[config.mk]
export PLATFORM = sky130hd
export DESIGN_NAME = mgc_mgmt_ctrl
export DESIGN_NICKNAME = d
export VERILOG_FILES = /design/src/mgc_pkg.sv /design/src/mgc_sync.sv /design/src/mgc_cycle_timer.sv /design/src/mgc_mgmt_ctrl.sv
export SDC_FILE = /design/constraint.sdc
export NUM_CORES = 1
export LEC_CHECK = 0
export BUFFER_PORTS_ARGS = -buffer_cell sky130_fd_sc_hd__buf_4
export CAP_MARGIN = 20
export CORE_MARGIN = 2
export CORE_UTILIZATION = 57
export CTS_CLUSTER_SIZE = 10
export DETAILED_ROUTE_END_ITERATION = 10
export PLACE_DENSITY = 0.78
export SYNTH_ARGS = -nofsm -noshare
export SYNTH_HDL_FRONTEND = slang
export SYNTH_SLANG_ARGS = --single-unit
export TNS_END_PERCENT = 5
[constraint.sdc]
create_clock -name CORE_CLK_IN -period 3.1 [get_ports CORE_CLK_IN]
set_input_delay 0 -clock CORE_CLK_IN [delete_from_list [all_inputs] [get_ports CORE_CLK_IN]]
set_output_delay 0 -clock CORE_CLK_IN [all_outputs]
set_load 0.005 [all_outputs]
[src/mgc_pkg.sv]
// Constants shared by the module management control block: register map,
// field positions, reset values and timing counts.
// Assumes a 100 MHz core clock and a 32-bit APB register port.
package mgc_pkg;

   // ==========================================================================
   // Clock and timing
   // ==========================================================================
   localparam int CLK_MHZ          = 100;           // Core clock rate in MHz
   localparam int INIT_TIME_MS     = 2000;          // Longest initialisation time
   localparam int RESET_MIN_US     = 2;             // Least reset pulse width
   localparam int INIT_CYC         = INIT_TIME_MS * 1000 * CLK_MHZ;
   localparam int RESET_MIN_CYC    = RESET_MIN_US * CLK_MHZ;

   // ==========================================================================
   // Lanes and flag layout
   // ==========================================================================
   localparam int NUM_LANES        = 4;
   localparam int FLAG_W           = 2 * NUM_LANES + 1;
   localparam int LOS_LSB          = 0;
   localparam int FAULT_LSB        = NUM_LANES;
   localparam int READY_BIT        = 2 * NUM_LANES;

   // ==========================================================================
   // Register offsets (byte addresses)
   // ==========================================================================
   localparam logic [7:0] ADDR_STATUS  = 8'h00;
   localparam logic [7:0] ADDR_FLAGS   = 8'h04;
   localparam logic [7:0] ADDR_MASK    = 8'h08;
   localparam logic [7:0] ADDR_CONTROL = 8'h0c;
   localparam logic [7:0] ADDR_COND    = 8'h10;

   // ==========================================================================
   // Status and control fields, reset values
   // ==========================================================================
   localparam int STAT_NOT_READY   = 0;
   localparam int STAT_FUNCTIONAL  = 1;
   localparam int STAT_LOW_POWER   = 2;
   localparam int STAT_RESPOND     = 3;
   localparam int STAT_BUSY        = 4;
   localparam int STAT_IRQ         = 5;
   localparam int CTRL_PDOWN       = 0;
   localparam logic [FLAG_W-1:0] MASK_RESET = 9'h000;
   localparam logic              PDOWN_RESET = 1'b0;

   // Initialisation sequencing
   typedef enum {ST_HOLD, ST_INIT, ST_READY} mgc_state_t;

endpackage : mgc_pkg

[src/mgc_sync.sv]
// Two flip-flop synchroniser for a group of independent level inputs.
// Assumes each bit is a slow level; no bus coherency across bits.
`timescale 1ns/1ps
module mgc_sync #(
   parameter int WIDTH = 1
) (
   // Clock and reset
   input  wire logic             clk_in,
   input  wire logic             rst_n_in,
   // Data
   input  wire logic [WIDTH-1:0] async_in,
   output logic      [WIDTH-1:0] sync_out
);
   logic [WIDTH-1:0] stage1;

   // First stage feeds only the second
   always_ff @(posedge clk_in or negedge rst_n_in) begin
      if (!rst_n_in) begin
         stage1   <= '0;
         sync_out <= '0;
      end else begin
         stage1   <= async_in;
         sync_out <= stage1;
      end
   end
endmodule : mgc_sync

[src/mgc_cycle_timer.sv]
// Counts clock cycles while run is high; done rises once LIMIT is reached.
// Assumes run comes from logic on the same clock.
`timescale 1ns/1ps
module mgc_cycle_timer #(
   parameter int LIMIT = 1
) (
   // Clock and reset
   input  wire logic clk_in,
   input  wire logic rst_n_in,
   // Control
   input  wire logic run_in,
   output logic      done_out
);
   logic [31:0] count;

   // Count up while running, hold at the limit, restart when stopped
   always_ff @(posedge clk_in or negedge rst_n_in) begin
      if (!rst_n_in) begin
         count    <= 32'h0;
         done_out <= 1'b0;
      end else if (!run_in) begin
         count    <= 32'h0;
         done_out <= 1'b0;
      end else if (count < 32'(LIMIT - 1)) begin
         count    <= count + 32'h1;
      end else begin
         done_out <= 1'b1;
      end
   end
endmodule : mgc_cycle_timer

[src/mgc_mgmt_ctrl.sv]
// Management control and status timing of a pluggable optical module:
// initialisation, reset pin filter, low power, select gating, flags, mask
// and the attention output, with registers reached over APB.
// Assumes pins and the two-wire clock arrive asynchronously to CORE_CLK_IN.
//
// Chosen here: the address map and the APB interface to the registers.
`timescale 1ns/1ps
module mgc_mgmt_ctrl
   import mgc_pkg::*;
#(
   parameter int INIT_CYCLES = mgc_pkg::INIT_CYC,
   parameter int RESET_CYCLES = mgc_pkg::RESET_MIN_CYC
) (
   // Clock and reset
   input  wire logic                          CORE_CLK_IN,
   input  wire logic                          ARST_N_IN,
   // APB slave
   input  wire logic                          PSEL_IN,
   input  wire logic                          PENABLE_IN,
   input  wire logic                          PWRITE_IN,
   input  wire logic [7:0]                    PADDR_IN,
   input  wire logic [31:0]                   PWDATA_IN,
   output logic      [31:0]                   PRDATA_OUT,
   output logic                               PREADY_OUT,
   output logic                               PSLVERR_OUT,
   // Sideband pins from the host
   input  wire logic                          MODULE_RESET_N_IN,
   input  wire logic                          BUS_SELECT_N_IN,
   input  wire logic                          LOW_POWER_REQUEST_IN,
   // Two-wire bus observation
   input  wire logic                          SCL_IN,
   input  wire logic                          SDA_IN,
   // Monitored conditions
   input  wire logic [mgc_pkg::NUM_LANES-1:0] RX_LOS_IN,
   input  wire logic [mgc_pkg::NUM_LANES-1:0] TX_FAULT_IN,
   // Outputs to host and module
   output logic                               ATTENTION_IRQ_N_OUT,
   output logic                               PRESENCE_N_OUT,
   output logic                               BUS_RESPOND_OUT,
   output logic                               LOW_POWER_OUT,
   output logic                               FUNCTIONAL_OUT
);

   // ==========================================================================
   // Synchronised inputs
   // ==========================================================================
   localparam int SYNC_W = 5 + 2 * NUM_LANES;

   logic [SYNC_W-1:0]    sync_vec;
   logic                 reset_pin_n;
   logic                 select_n;
   logic                 lp_request;
   logic                 scl;
   logic                 sda;
   logic [NUM_LANES-1:0] los_cond;
   logic [NUM_LANES-1:0] fault_cond;

   mgc_sync #(
      .WIDTH (SYNC_W)
   ) u_sync (
      .clk_in   (CORE_CLK_IN),
      .rst_n_in (ARST_N_IN),
      .async_in ({MODULE_RESET_N_IN, BUS_SELECT_N_IN, LOW_POWER_REQUEST_IN,
                  SCL_IN, SDA_IN, RX_LOS_IN, TX_FAULT_IN}),
      .sync_out (sync_vec)
   );

   // Unpack the synchronised group
   assign {reset_pin_n, select_n, lp_request, scl, sda, los_cond, fault_cond} = sync_vec;

   // ==========================================================================
   // Reset pin filter and initialisation
   // ==========================================================================
   logic       reset_pulse_ok;
   logic       init_done;
   logic       reset_seen;
   mgc_state_t state;
   mgc_state_t next_state;

   // Reset pin must stay low for the least pulse time
   mgc_cycle_timer #(
      .LIMIT (RESET_CYCLES)
   ) u_reset_filter (
      .clk_in   (CORE_CLK_IN),
      .rst_n_in (ARST_N_IN),
      .run_in   (!reset_pin_n),
      .done_out (reset_pulse_ok)
   );

   // Initialisation runs for a bounded time after power or reset release
   mgc_cycle_timer #(
      .LIMIT (INIT_CYCLES)
   ) u_init_timer (
      .clk_in   (CORE_CLK_IN),
      .rst_n_in (ARST_N_IN),
      .run_in   (state == ST_INIT),
      .done_out (init_done)
   );

   // A valid reset pulse is latched until the pin rises again
   always_ff @(posedge CORE_CLK_IN or negedge ARST_N_IN) begin
      if (!ARST_N_IN) begin
         reset_seen <= 1'b0;
      end else if (reset_pulse_ok) begin
         reset_seen <= 1'b1;
      end else if (reset_pin_n) begin
         reset_seen <= 1'b0;
      end
   end

   // Next state of the initialisation sequence
   always_comb begin
      next_state = state;
      case (state)
         ST_HOLD: begin
            if (reset_pin_n) begin
               next_state = ST_INIT;
            end
         end
         ST_INIT: begin
            if (reset_seen) begin
               next_state = ST_HOLD;
            end else if (init_done) begin
               next_state = ST_READY;
            end
         end
         ST_READY: begin
            if (reset_seen) begin
               next_state = ST_HOLD;
            end
         end
         default: begin
            next_state = ST_HOLD;
         end
      endcase
   end

   // State register; power-up starts initialising at once
   always_ff @(posedge CORE_CLK_IN or negedge ARST_N_IN) begin
      if (!ARST_N_IN) begin
         state <= ST_INIT;
      end else begin
         state <= next_state;
      end
   end

   logic ready;
   logic in_reset;
   assign ready    = (state == ST_READY);
   assign in_reset = (state == ST_HOLD);

   // ==========================================================================
   // Two-wire bus observation: start, stop and commit point
   // ==========================================================================
   logic scl_d;
   logic sda_d;
   logic bus_busy;
   logic stop_seen;
   logic commit;
   logic respond;

   // Answer only when selected and initialised
   assign respond = ready && !select_n;

   // Previous levels for edge detection
   always_ff @(posedge CORE_CLK_IN or negedge ARST_N_IN) begin
      if (!ARST_N_IN) begin
         scl_d <= 1'b1;
         sda_d <= 1'b1;
      end else begin
         scl_d <= scl;
         sda_d <= sda;
      end
   end

   // Busy from start until the falling clock edge after the stop
   always_ff @(posedge CORE_CLK_IN or negedge ARST_N_IN) begin
      if (!ARST_N_IN) begin
         bus_busy  <= 1'b0;
         stop_seen <= 1'b0;
      end else if (!respond) begin
         bus_busy  <= 1'b0;
         stop_seen <= 1'b0;
      end else if (scl && scl_d && sda_d && !sda) begin
         bus_busy  <= 1'b1;                            // Start; a pending stop still ends it
      end else if (scl && scl_d && !sda_d && sda && bus_busy) begin
         stop_seen <= 1'b1;                            // Stop
      end else if (stop_seen && scl_d && !scl) begin
         bus_busy  <= 1'b0;
         stop_seen <= 1'b0;
      end
   end

   // Staged effects apply whenever no transaction is open
   assign commit = !bus_busy;

   // ==========================================================================
   // APB slave
   // ==========================================================================
   logic              setup;
   logic              access;
   logic              addr_ok;
   logic [FLAG_W-1:0] flags;
   logic [FLAG_W-1:0] mask;
   logic [FLAG_W-1:0] mask_active;
   logic              pdown;
   logic              pdown_active;
   logic [FLAG_W-1:0] clear_pending;
   logic [31:0]       status_word;
   logic              irq;

   assign setup  = PSEL_IN && !PENABLE_IN;
   assign access = PSEL_IN && PENABLE_IN;

   // Address decode of the mapped words
   always_comb begin
      if (PADDR_IN == ADDR_STATUS) begin
         addr_ok = 1'b1;
      end else if (PADDR_IN == ADDR_FLAGS) begin
         addr_ok = 1'b1;
      end else if (PADDR_IN == ADDR_MASK) begin
         addr_ok = 1'b1;
      end else if (PADDR_IN == ADDR_CONTROL) begin
         addr_ok = 1'b1;
      end else if (PADDR_IN == ADDR_COND) begin
         addr_ok = 1'b1;
      end else begin
         addr_ok = 1'b0;
      end
   end

   // Zero wait states; unmapped addresses answer with an error
   assign PREADY_OUT  = 1'b1;
   assign PSLVERR_OUT = access && !addr_ok;

   // Status word seen by software
   always_comb begin
      status_word                  = 32'h0;
      status_word[STAT_NOT_READY]  = !ready;
      status_word[STAT_FUNCTIONAL] = FUNCTIONAL_OUT;
      status_word[STAT_LOW_POWER]  = LOW_POWER_OUT;
      status_word[STAT_RESPOND]    = respond;
      status_word[STAT_BUSY]       = bus_busy;
      status_word[STAT_IRQ]        = irq;
   end

   // Read data captured in the setup cycle, held through the access
   always_ff @(posedge CORE_CLK_IN or negedge ARST_N_IN) begin
      if (!ARST_N_IN) begin
         PRDATA_OUT <= 32'h0;
      end else if (setup && !PWRITE_IN) begin
         if (PADDR_IN == ADDR_STATUS) begin
            PRDATA_OUT <= status_word;
         end else if (PADDR_IN == ADDR_FLAGS) begin
            PRDATA_OUT <= 32'(flags);
         end else if (PADDR_IN == ADDR_MASK) begin
            PRDATA_OUT <= 32'(mask);
         end else if (PADDR_IN == ADDR_CONTROL) begin
            PRDATA_OUT <= 32'(pdown);
         end else if (PADDR_IN == ADDR_COND) begin
            PRDATA_OUT <= 32'({fault_cond, los_cond});
         end else begin
            PRDATA_OUT <= 32'h0;
         end
      end
   end

   // Software mask and power-down bits
   always_ff @(posedge CORE_CLK_IN or negedge ARST_N_IN) begin
      if (!ARST_N_IN) begin
         mask  <= MASK_RESET;
         pdown <= PDOWN_RESET;
      end else if (in_reset) begin
         mask  <= MASK_RESET;
         pdown <= PDOWN_RESET;
      end else if (access && PWRITE_IN) begin
         if (PADDR_IN == ADDR_MASK) begin
            mask  <= PWDATA_IN[FLAG_W-1:0];
         end else if (PADDR_IN == ADDR_CONTROL) begin
            pdown <= PWDATA_IN[CTRL_PDOWN];
         end
      end
   end

   // Written values take hold at the commit point
   always_ff @(posedge CORE_CLK_IN or negedge ARST_N_IN) begin
      if (!ARST_N_IN) begin
         mask_active  <= MASK_RESET;
         pdown_active <= PDOWN_RESET;
      end else if (in_reset) begin
         mask_active  <= MASK_RESET;
         pdown_active <= PDOWN_RESET;
      end else if (commit) begin
         mask_active  <= mask;
         pdown_active <= pdown;
      end
   end

   // ==========================================================================
   // Flags: set by conditions, cleared by reading
   // ==========================================================================
   logic [NUM_LANES-1:0] los_d;
   logic [NUM_LANES-1:0] fault_d;
   logic                 ready_d;
   logic [FLAG_W-1:0]    flag_set;
   logic [FLAG_W-1:0]    read_clear;

   // Rising edges of each condition, and of readiness
   always_ff @(posedge CORE_CLK_IN or negedge ARST_N_IN) begin
      if (!ARST_N_IN) begin
         los_d   <= '0;
         fault_d <= '0;
         ready_d <= 1'b0;
      end else begin
         los_d   <= los_cond;
         fault_d <= fault_cond;
         ready_d <= ready;
      end
   end

   // Only bits actually returned to software are cleared by the read
   assign read_clear = (access && !PWRITE_IN && PADDR_IN == ADDR_FLAGS) ?
                       PRDATA_OUT[FLAG_W-1:0] : '0;

   // Flag events are taken only once initialised, data-ready on entry
   always_comb begin
      flag_set = '0;
      if (ready) begin
         flag_set[LOS_LSB +: NUM_LANES]   = los_cond & ~los_d;
         flag_set[FAULT_LSB +: NUM_LANES] = fault_cond & ~fault_d;
      end
      flag_set[READY_BIT] = ready && !ready_d;
   end

   // Reads awaiting the commit point
   always_ff @(posedge CORE_CLK_IN or negedge ARST_N_IN) begin
      if (!ARST_N_IN) begin
         clear_pending <= '0;
      end else if (in_reset || commit) begin
         clear_pending <= commit ? '0 : '0;
      end else begin
         clear_pending <= clear_pending | read_clear;
      end
   end

   // Sticky flags; a new event wins over a clear in the same cycle
   always_ff @(posedge CORE_CLK_IN or negedge ARST_N_IN) begin
      if (!ARST_N_IN) begin
         flags <= '0;
      end else if (in_reset) begin
         flags <= '0;
      end else if (commit) begin
         flags <= (flags & ~(clear_pending | read_clear)) | flag_set;
      end else begin
         flags <= flags | flag_set;
      end
   end

   // ==========================================================================
   // Outputs
   // ==========================================================================
   // Attention while any unmasked flag stays set
   assign irq = |(flags & ~mask_active);

   // Registered pin levels
   always_ff @(posedge CORE_CLK_IN or negedge ARST_N_IN) begin
      if (!ARST_N_IN) begin
         ATTENTION_IRQ_N_OUT <= 1'b1;
         PRESENCE_N_OUT      <= 1'b0;
         BUS_RESPOND_OUT     <= 1'b0;
         LOW_POWER_OUT       <= 1'b0;
         FUNCTIONAL_OUT      <= 1'b0;
      end else begin
         ATTENTION_IRQ_N_OUT <= !irq;
         PRESENCE_N_OUT      <= 1'b0;                  // Module always present
         BUS_RESPOND_OUT     <= respond;
         LOW_POWER_OUT       <= lp_request || pdown_active;
         FUNCTIONAL_OUT      <= ready && (flags[READY_BIT] || ready_d);
      end
   end

endmodule : mgc_mgmt_ctrl

# Yosys cells after proc, flatten, opt, wreduce, memory -nomap -nowiden
# Index checks and enable logic that the tools add are counted.
[op_classes] addsub=2 n_mul=0 n_div=0 n_lt_le_gt_ge=2 n_eq_ne=20 shift=0 mux=48 n_bitwise=11 reduce_logical=46
[ops] op="two-way mux 32 bit" count=8
[ops] op="two-way mux 9 bit" count=12
[ops] op="one-hot mux 32 bit (3 select lines)" count=1
[ops] op="adder 32 x 1 -> 32 bit, second input constant" count=2
[ops] op="== test 32 x 2 -> 1 bit, second input constant" count=2
[ops] op="zero test 32 bit" count=2
[ops] op="== test 32 x 1 -> 1 bit, second input constant" count=1
[ops] op="== test 32 x 3 -> 1 bit, second input constant" count=1
[ops] op="less-than comparator 32 x 28 -> 1 bit, second input constant" count=1
[ops] op="less-than comparator 32 x 8 -> 1 bit, second input constant" count=1
[ops] op="bitwise OR 9 bit" count=3
[ops] op="two-way mux 1 bit" count=24
[ops] op="two-way mux 8 bit" count=3
[ops] op="bitwise AND 9 bit" count=2
[ops] op="logical AND 1 bit" count=18
[ops] op="inverter 9 bit" count=2
[ops] op="== test 8 x 4 -> 1 bit, second input constant" count=2
[ops] op="!= test 2 bit, second input constant" count=7
[ops] op="zero test 1 bit" count=11
[ops] op="nonzero test 2 bit" count=5
[ops] op="OR reduction 9 bit" count=1
[ops] op="bitwise AND 4 bit" count=2
[ops] op="== test 8 x 3 -> 1 bit, second input constant" count=1
[ops] op="== test 8 x 5 -> 1 bit, second input constant" count=1
[ops] op="other kinds (9)" count=16
[word_totals] reg_bits=212 latchBits=0 mem_bits_rw=0 mem_bits_ro=0 input_bits=58 word_cells=155 n_memories=0

# Longest topological paths before layout
# Gate-level depths: netlist of run 1.
[logic_depth] depth_word=10 mapped_depth=8 depth_no_buf=6

# Hierarchy
# A second synthesis of run 1 with hierarchy kept.
[unflattened] hier_cells=630 area_unflattened_um2=7016.7
[by_module_without_submodules] module="mgc_mgmt_ctrl" instances=1 cells_per_inst=317 area_per_inst_um2=3228.1 seq_area_each_um2=1681.6
[by_module_without_submodules] module="mgc_cycle_timer (u_init_timer)" instances=1 cells_per_inst=181 area_per_inst_um2=1712.9 seq_area_each_um2=825.8
[by_module_without_submodules] module="mgc_cycle_timer (u_reset_filter)" instances=1 cells_per_inst=106 area_per_inst_um2=1425.1 seq_area_each_um2=825.8
[by_module_without_submodules] module="mgc_sync" instances=1 cells_per_inst=26 area_per_inst_um2=650.6 seq_area_each_um2=650.6

# Worst setup path before layout of run 1
# No wires, ideal clock.
[synth_path] path_kind="register -> register" startpoint="reg u_reset_filter.count[0]" endpoint="reg u_reset_filter.count[5]" arrival_ns=2.097 required_ns=2.975 path_slack_ns=0.879 path_stages_with_launch=8 path_buffers=1 synth_period_minus_slack_ns=2.221 cell_sequence="dfrtp_1 ha_1 a2111oi_0 nor2_1 or3_1 buf_2 nor3_1 mux2_2"
[synth_between] elab_chain_len=3 word_cells_on_any_way=5
[synth_lines] item="start, declared" line_no="mgc_cycle_timer.sv:14" rtl="logic [31:0] count;"
[synth_lines] item="start signal, assigned" line_no="mgc_cycle_timer.sv:25" rtl="count <= count + 32'h1;"
[synth_lines] item="adder 32 x 1 -> 32 bit" line_no="mgc_cycle_timer.sv:25"
[synth_lines] item="two-way mux 32 bit" line_no="mgc_cycle_timer.sv:24" rtl="end else if (count < 32'(LIMIT - 1)) begin"
[synth_lines] item="two-way mux 32 bit" line_no="mgc_cycle_timer.sv:21" rtl="end else if (!run_in) begin"
# Parallel ways exist; a longest one is shown, timed or not. The select of a mux whose other input is x is not followed.
# A chain may end at the register's enable or synchronous reset.

# Worst setup path after layout of run 1
# Same ends and word-level chain as after synthesis.

==> results of run 1 <==
## cell usage in the layout, fill, tap and decap left out, types with 15 or more instances in the layout
master	n
conb_1	25
dfrtp_1	155
dlygate4sd3_1	27
nor2_1	74
o31ai_1	18
buf_4	55
nor2b_1	31
mux2i_1	28
clkbuf_16	17
a21oi_1	48
nand2_1	37
inv_1	15
o21ai_0	23
## through the flow
step,setup slack (ns),instance area (um2),std cells,power [mW]
global route,0.404,8160,872,4.78
CTS,0.587,8140,870,4.63
finish,0.606,8160,872,4.60
global placement,0.760,7280,811,2.53
detailed placement,0.734,7280,811,2.55
floorplan,0.879,7000,662,2.43
## per-layer routing
metal,vias to the layer above,share of wire
met3,31,0.051
met2,167,0.49
li1,2354,-
met4,0,0.029
met5,-,0
met1,2469,0.43
## final timing paths
path                                              start                       to  slack [ns]
worst min register to register         u_sync.stage1[1]       u_sync.sync_out[1]        0.35
worst max-delay path            u_reset_filter.count[0]  u_reset_filter.count[5]        0.61
min in group asynchronous                     ARST_N_IN         clear_pending[3]        0.20
worst min-delay path                            PSEL_IN            PRDATA_OUT[6]        0.03
worst max register to register  u_reset_filter.count[0]  u_reset_filter.count[5]        0.61
max in group asynchronous                     ARST_N_IN                 state[0]        1.89
## state kept, by name, summed over array words and instances, names as in the netlist, 9 cells and up
signal,flops
u_init_timer.count,32
clear_pending,9
flags,9
u_reset_filter.count,32
PRDATA_OUT,9
mask,9
mask_active,9
u_sync.stage1,13
u_sync.sync_out,13
## cell type report
cell class | count | share of cell area
Sequential cell | 159 | 0.488
Multi-Input combinational cell | 435 | 0.324
Timing Repair Buffer | 83 | 0.0851
Clock buffer | 18 | 0.0538
Tap cell | 147 | 0.0225
Clock inverter | 14 | 0.0184
Inverter | 16 | 0.00736
## power by group
part / leakage [nW] / internal [mW] / switching [mW]
clock network: 0.285 / 1.16 / 0.899
logic: 1.41 / 0.143 / 0.164
registers: 2.11 / 2.16 / 0.0794
total: 3.80 / 3.45 / 1.14
## kinds of logic (layout without fill, tap and decap cells)
family	after synthesis	count (layout)	synth area share
buffers and inverters	68	131	0.0550
muxes	31	31	0.0454
AOI/OAI and AO/OA	120	120	0.108
adders and majority gates	2	2	0.00362
xor gates and xnor gates	5	5	0.00633
other	2	25	0.00109
and+or+nand+nor	252	252	0.204
DFF	159	159	0.576
## worst reg2reg max path: stages, from the launching register on
cell and delay, ns:
dfrtp_1 0.42, ha_1 0.26, a2111oi_0 0.43, nor2_1 0.15, or3_1 0.52, nor3_1 0.24, mux2_2 0.35
==> results.json, run 1 <==
{
  "status": "complete, no violations",
  "ctsResizeCount": 0,
  "fillers": 856,
  "die_area_mm2": 0.0130,
  "cts_made_buffers": 17,
  "p_per_area_mw_per_mm2": 563,
  "dp_hpwl_um": 9230,
  "hold_buffers": 27,
  "wl_per_cell_um": 16.3,
  "globalplace.congestion": 0.869,
  "synth.distinct_cells": 69,
  "antenna_found_initial": 0,
  "crit_path_end_kind": "register",
  "hold_viol": 0,
  "wirelength_um": 14200,
  "slew_headroom": 0.346,
  "firstDrtPassIters": 5,
  "final_util": 0.685,
  "htree_levels": 4,
  "cts.clk_slew.worst_paths_ns": 0.06,
  "regArea_mm2": 0.00398,
  "floorplan.initialDensity": 0.581,
  "synth_flop_cell": "dfrtp_1",
  "slew_violations": 0,
  "maxCapViolCount": 0,
  "synth_most_common_cell": "dfrtp_1",
  "clk_latency_ns": 0.43,
  "max_freq_mhz": 401,
  "grt_max_degree": 93,
  "clock-sinks": 159,
  "core-area_mm2": 0.0119,
  "grt.met3_usage": 0.0503,
  "startpoint_type": "register",
  "hold_path.class": "in -> reg",
  "crit_chain": "ha_1 -> a2111oi_0 -> nor2_1 -> or3_1 -> nor3_1 -> mux2_2",
  "portBuffers": 48,
  "synthTopCellsByArea": "dfrtp_1, mux2i_1, nor2_1",
  "synth.cells.most_frequent": "dfrtp_1, nor2_1, a21oi_1",
  "slowest_delay_ns": 0.52,
  "cp_num_buf_inv": 0,
  "route.detailed.drc": 0,
  "clk_path_buf_depth": 2,
  "cp_num_cells": 6,
  "cts_setup_buffers": 0,
  "peakVddDrop_v": 0.000404,
  "syn_to_final_growth_pct": 17.9,
  "n_antenna_cell": 0,
  "nNetsFinal": 772,
  "fin_hold_ws_ns": 0.0284,
  "min_period_ns": 2.49,
  "fin_skew_ns": 0.00607,
  "grt.total_usage": 0.236,
  "met2_usage": 0.376,
  "worst_pin_slew_ns": 0.982,
  "vias_per_cell": 5.76,
  "setup_viol": 0,
  "cts_root_buffer": "clkbuf_16",
  "seq_area_frac_synth": 0.576,
  "cts_tree": "done",
  "synth-seq-cells": 159,
  "die_h_um": 114,
  "holdPathStages": 4,
  "worstSetupPathType": "reg -> reg",
  "crit_required_ns": 3.42,
  "rsz0062_at_grt": "no",
  "worst_path_max_delay_cell": "or3_1",
  "grtUsageMet1": 0.311,
  "grt.busiest_layer": "met2",
  "overflow": 0,
  "synth_edf_count": 0,
  "multi_input_area_mm2": 0.00265,
  "first_global_vias": 4883,
  "synth_top_area_cell": "dfrtp_1",
  "grt_pass1_wl_um": 24000,
  "ant_nets": 0,
  "path_max_fanout": 6,
  "row_count": 40,
  "io_pins": 97,
  "tns_ns": 0,
  "timing.final.crit_share": 0.805,
  "crit_arrival_ns": 2.81,
  "syn_area_mm2": 0.00692,
  "die_w_um": 114,
  "drtIter0Drc": 473,
  "cp_top_family": "simple AND/OR/NAND/NOR gates",
  "syn_inst": 639,
  "drive_above_1_share": 0.164,
  "ys_warn_count": 0,
  "synth-async-reset-ratio": 1.00,
  "leakage_nw": 3.80,
  "synth.top_cell.area_share": 0.561,
  "avgSynthCellArea_um2": 10.8,
  "vias": 5021,
  "reg2reg_depth": 6
}
(Power assumes the default switching activity.)
==> inputs of run 2 (changes only) <==
clock period = 2.6 ns   (was 3.1 ns; I/O delays follow)
==> run 2 against run 1 <==
- global-route usage shrank 0.22 points
- cell count grew 0.57%
- final area grew 0.35%
- critical path depth is the same
- power grew 17%
- worst setup slack lost 0.40 ns
- sequential share of layout area shrank 0.17 points
- maximum frequency grew 4.2%
- wire length grew 1.5%
- sequential power grew 19%
- clock power grew 15%
- non-clock buffer count grew 5
- critical endpoint unchanged
- largest cell class unchanged
- highest routed layer unchanged
==> results.json, run 2 (synthesis results as in run 1) <==
{
  "vias_per_cell": 5.77,
  "path_max_fanout": 6,
  "worstSetupPathType": "reg -> reg",
  "cp_top_family": "simple AND/OR/NAND/NOR gates",
  "crit_required_ns": 2.91,
  "route.detailed.drc": 0,
  "wirelength_um": 14400,
  "first_global_vias": 4995,
  "syn_to_final_growth_pct": 18.4,
  "row_count": 40,
  "clk_latency_ns": 0.43,
  "cts_root_buffer": "clkbuf_16",
  "r2r_start": "u_reset_filter.count[0]",
  "layout_setup_ws_ns": 0.207,
  "final_cell_mix": "dfrtp_1, nor2_1, buf_4, a21oi_1, nand2_1",
  "clock_power_share": 0.436,
  "p_per_area_mw_per_mm2": 658,
  "cts_made_buffers": 17,
  "die_h_um": 114,
  "p_seq_frac": 0.496,
  "final_common_cell": "dfrtp_1",
  "floorplan.initialDensity": 0.581,
  "drtIter0Drc": 420,
  "die_area_mm2": 0.0130,
  "p_switching_mw": 1.32,
  "switching_share": 0.244,
  "firstDrtPassIters": 7,
  "cp_num_buf_inv": 0,
  "cts.clk_slew.worst_paths_ns": 0.06,
  "grt.total_usage": 0.234,
  "fin_hold_ws_ns": 0.0376,
  "globalplace.congestion": 0.893,
  "peakVddDrop_v": 0.000431,
  "min_period_ns": 2.39,
  "ant_nets": 0,
  "crit_arrival_ns": 2.71,
  "rsz0062_at_grt": "no",
  "setup_viol": 0,
  "grt.met3_usage": 0.0519,
  "dp_hpwl_um": 9450,
  "wl_per_cell_um": 16.4,
  "htree_levels": 4,
  "slowest_delay_ns": 0.51,
  "crit_path_end_kind": "register",
  "pre_cts_ws_ns": 0.192,
  "overflow": 0,
  "maxCapViolCount": 0,
  "die_w_um": 114,
  "startpoint": "u_reset_filter.count[0]",
  "status": "complete, no violations",
  "vias": 5059,
  "slew_violations": 0,
  "antenna_found_initial": 0,
  "n_antenna_cell": 0,
  "hold_viol": 0,
  "core-area_mm2": 0.0119,
  "tns_ns": 0,
  "met2_usage": 0.397,
  "io_pins": 97,
  "max_freq_mhz": 418,
  "timing.final.crit_share": 0.920,
  "startpoint_type": "register",
  "grt_max_degree": 82,
  "grt_pass1_wl_um": 23800,
  "slew_headroom": 0.382,
  "grtUsageMet1": 0.294,
  "worst_path_max_delay_cell": "or3_1",
  "internal_power_mw": 4.07,
  "hp-start": "PENABLE_IN",
  "drive_above_1_share": 0.168,
  "worst_pin_slew_ns": 0.927,
  "clock-sinks": 159,
  "clk_path_buf_depth": 2,
  "reg_top3": "u_init_timer.count: 32 flops, u_reset_filter.count: 32 flops",
  "leakage_nw": 3.81,
  "portBuffers": 48,
  "hold_path.class": "in -> reg",
  "pwr-share-comb": 0.069,
  "grt.busiest_layer": "met2",
  "crit_chain": "ha_1 -> a2111oi_1 -> nor2_1 -> or3_1 -> nor3_1 -> mux2_2",
  "nNetsFinal": 777,
  "fin_skew_ns": 0.00791,
  "cts_tree": "done"
}
[run 2: cell types whose count changed in the layout (fill, tap and decap cells not counted), sizes merged]
| cell | delta |
|---|---|
| inv | -4 |
| buf | +5 |
| clkinvlp | +3 |
| clkinv | +1 |
[run 2: what timing repair did]
item | 4_1_cts | 5_1_grt
hold buffers | 27 | 0
endpoints found under the hold margin | 103 | 0
buffers inserted | 0 | 0
resized for setup | 0 | 1
endpoints found under the setup margin | 0 | 1
[run 2: path summary, 6_finish.rpt]
| check | endpoint | slack [ns] | cells after the start |
|---|---|---|---|
| min in group asynchronous | BUS_RESPOND_OUT | 0.18 | 2 |
| worst max-delay path | u_reset_filter.count[5] | 0.21 | 6 |
| max in group asynchronous | ATTENTION_IRQ_N_OUT | 1.60 | 3 |
| worst min-delay path | PRDATA_OUT[3] | 0.04 | 4 |
| worst min register to register | u_sync.sync_out[6] | 0.35 | 0 |
| worst max register to register | u_reset_filter.count[5] | 0.21 | 6 |
[run 2: power groups by stage]
stage	Clock [mW]	Combinational, mW	Sequential, mW
2_1_floorplan	0	0.217	2.69
3_3_place_gp	0	0.323	2.70
3_5_place_dp	0	0.335	2.71
4_1_cts	2.38	0.370	2.67
5_1_grt	2.50	0.412	2.68
6_report	2.35	0.369	2.67
[run 2: final cells by class]
cell class | instances | area [um2]
clock inverters | 14 | 134
well taps | 147 | 184
flip-flops and latches | 159 | 3980
multi-input cells | 435 | 2650
inverters | 16 | 60.1
clock buffers | 18 | 429
repair buffers | 88 | 748
fillers | 875 | 3720
[run 2: worst min-delay path, delay by kind of cell]
kind / cells / cell delay, ns
buffers and inverters: 1 / 0.11
AND/OR/NAND/NOR: 2 / 0.20
AO/OA/AOI/OAI: 1 / 0.11
[run 2: layer usage]
layer	wire, um	vias to the layer above	part of all wire
met3	632	33	0.044
met5	0	-	0
met1	6090	2518	0.42
met2	7360	146	0.51
met4	316	0	0.022
li1	-	2362	-
[run 2: metrics by stage]
stage	util	instances	cell area (um2)	power, mW
4_1_cts	0.687	877	8190	5.42
6_report	0.687	877	8190	5.39
2_1_floorplan	-	662	7000	2.90
5_1_grt	0.687	877	8190	5.59
3_5_place_dp	0.617	818	7350	3.05
3_3_place_gp	0.616	817	7340	3.03
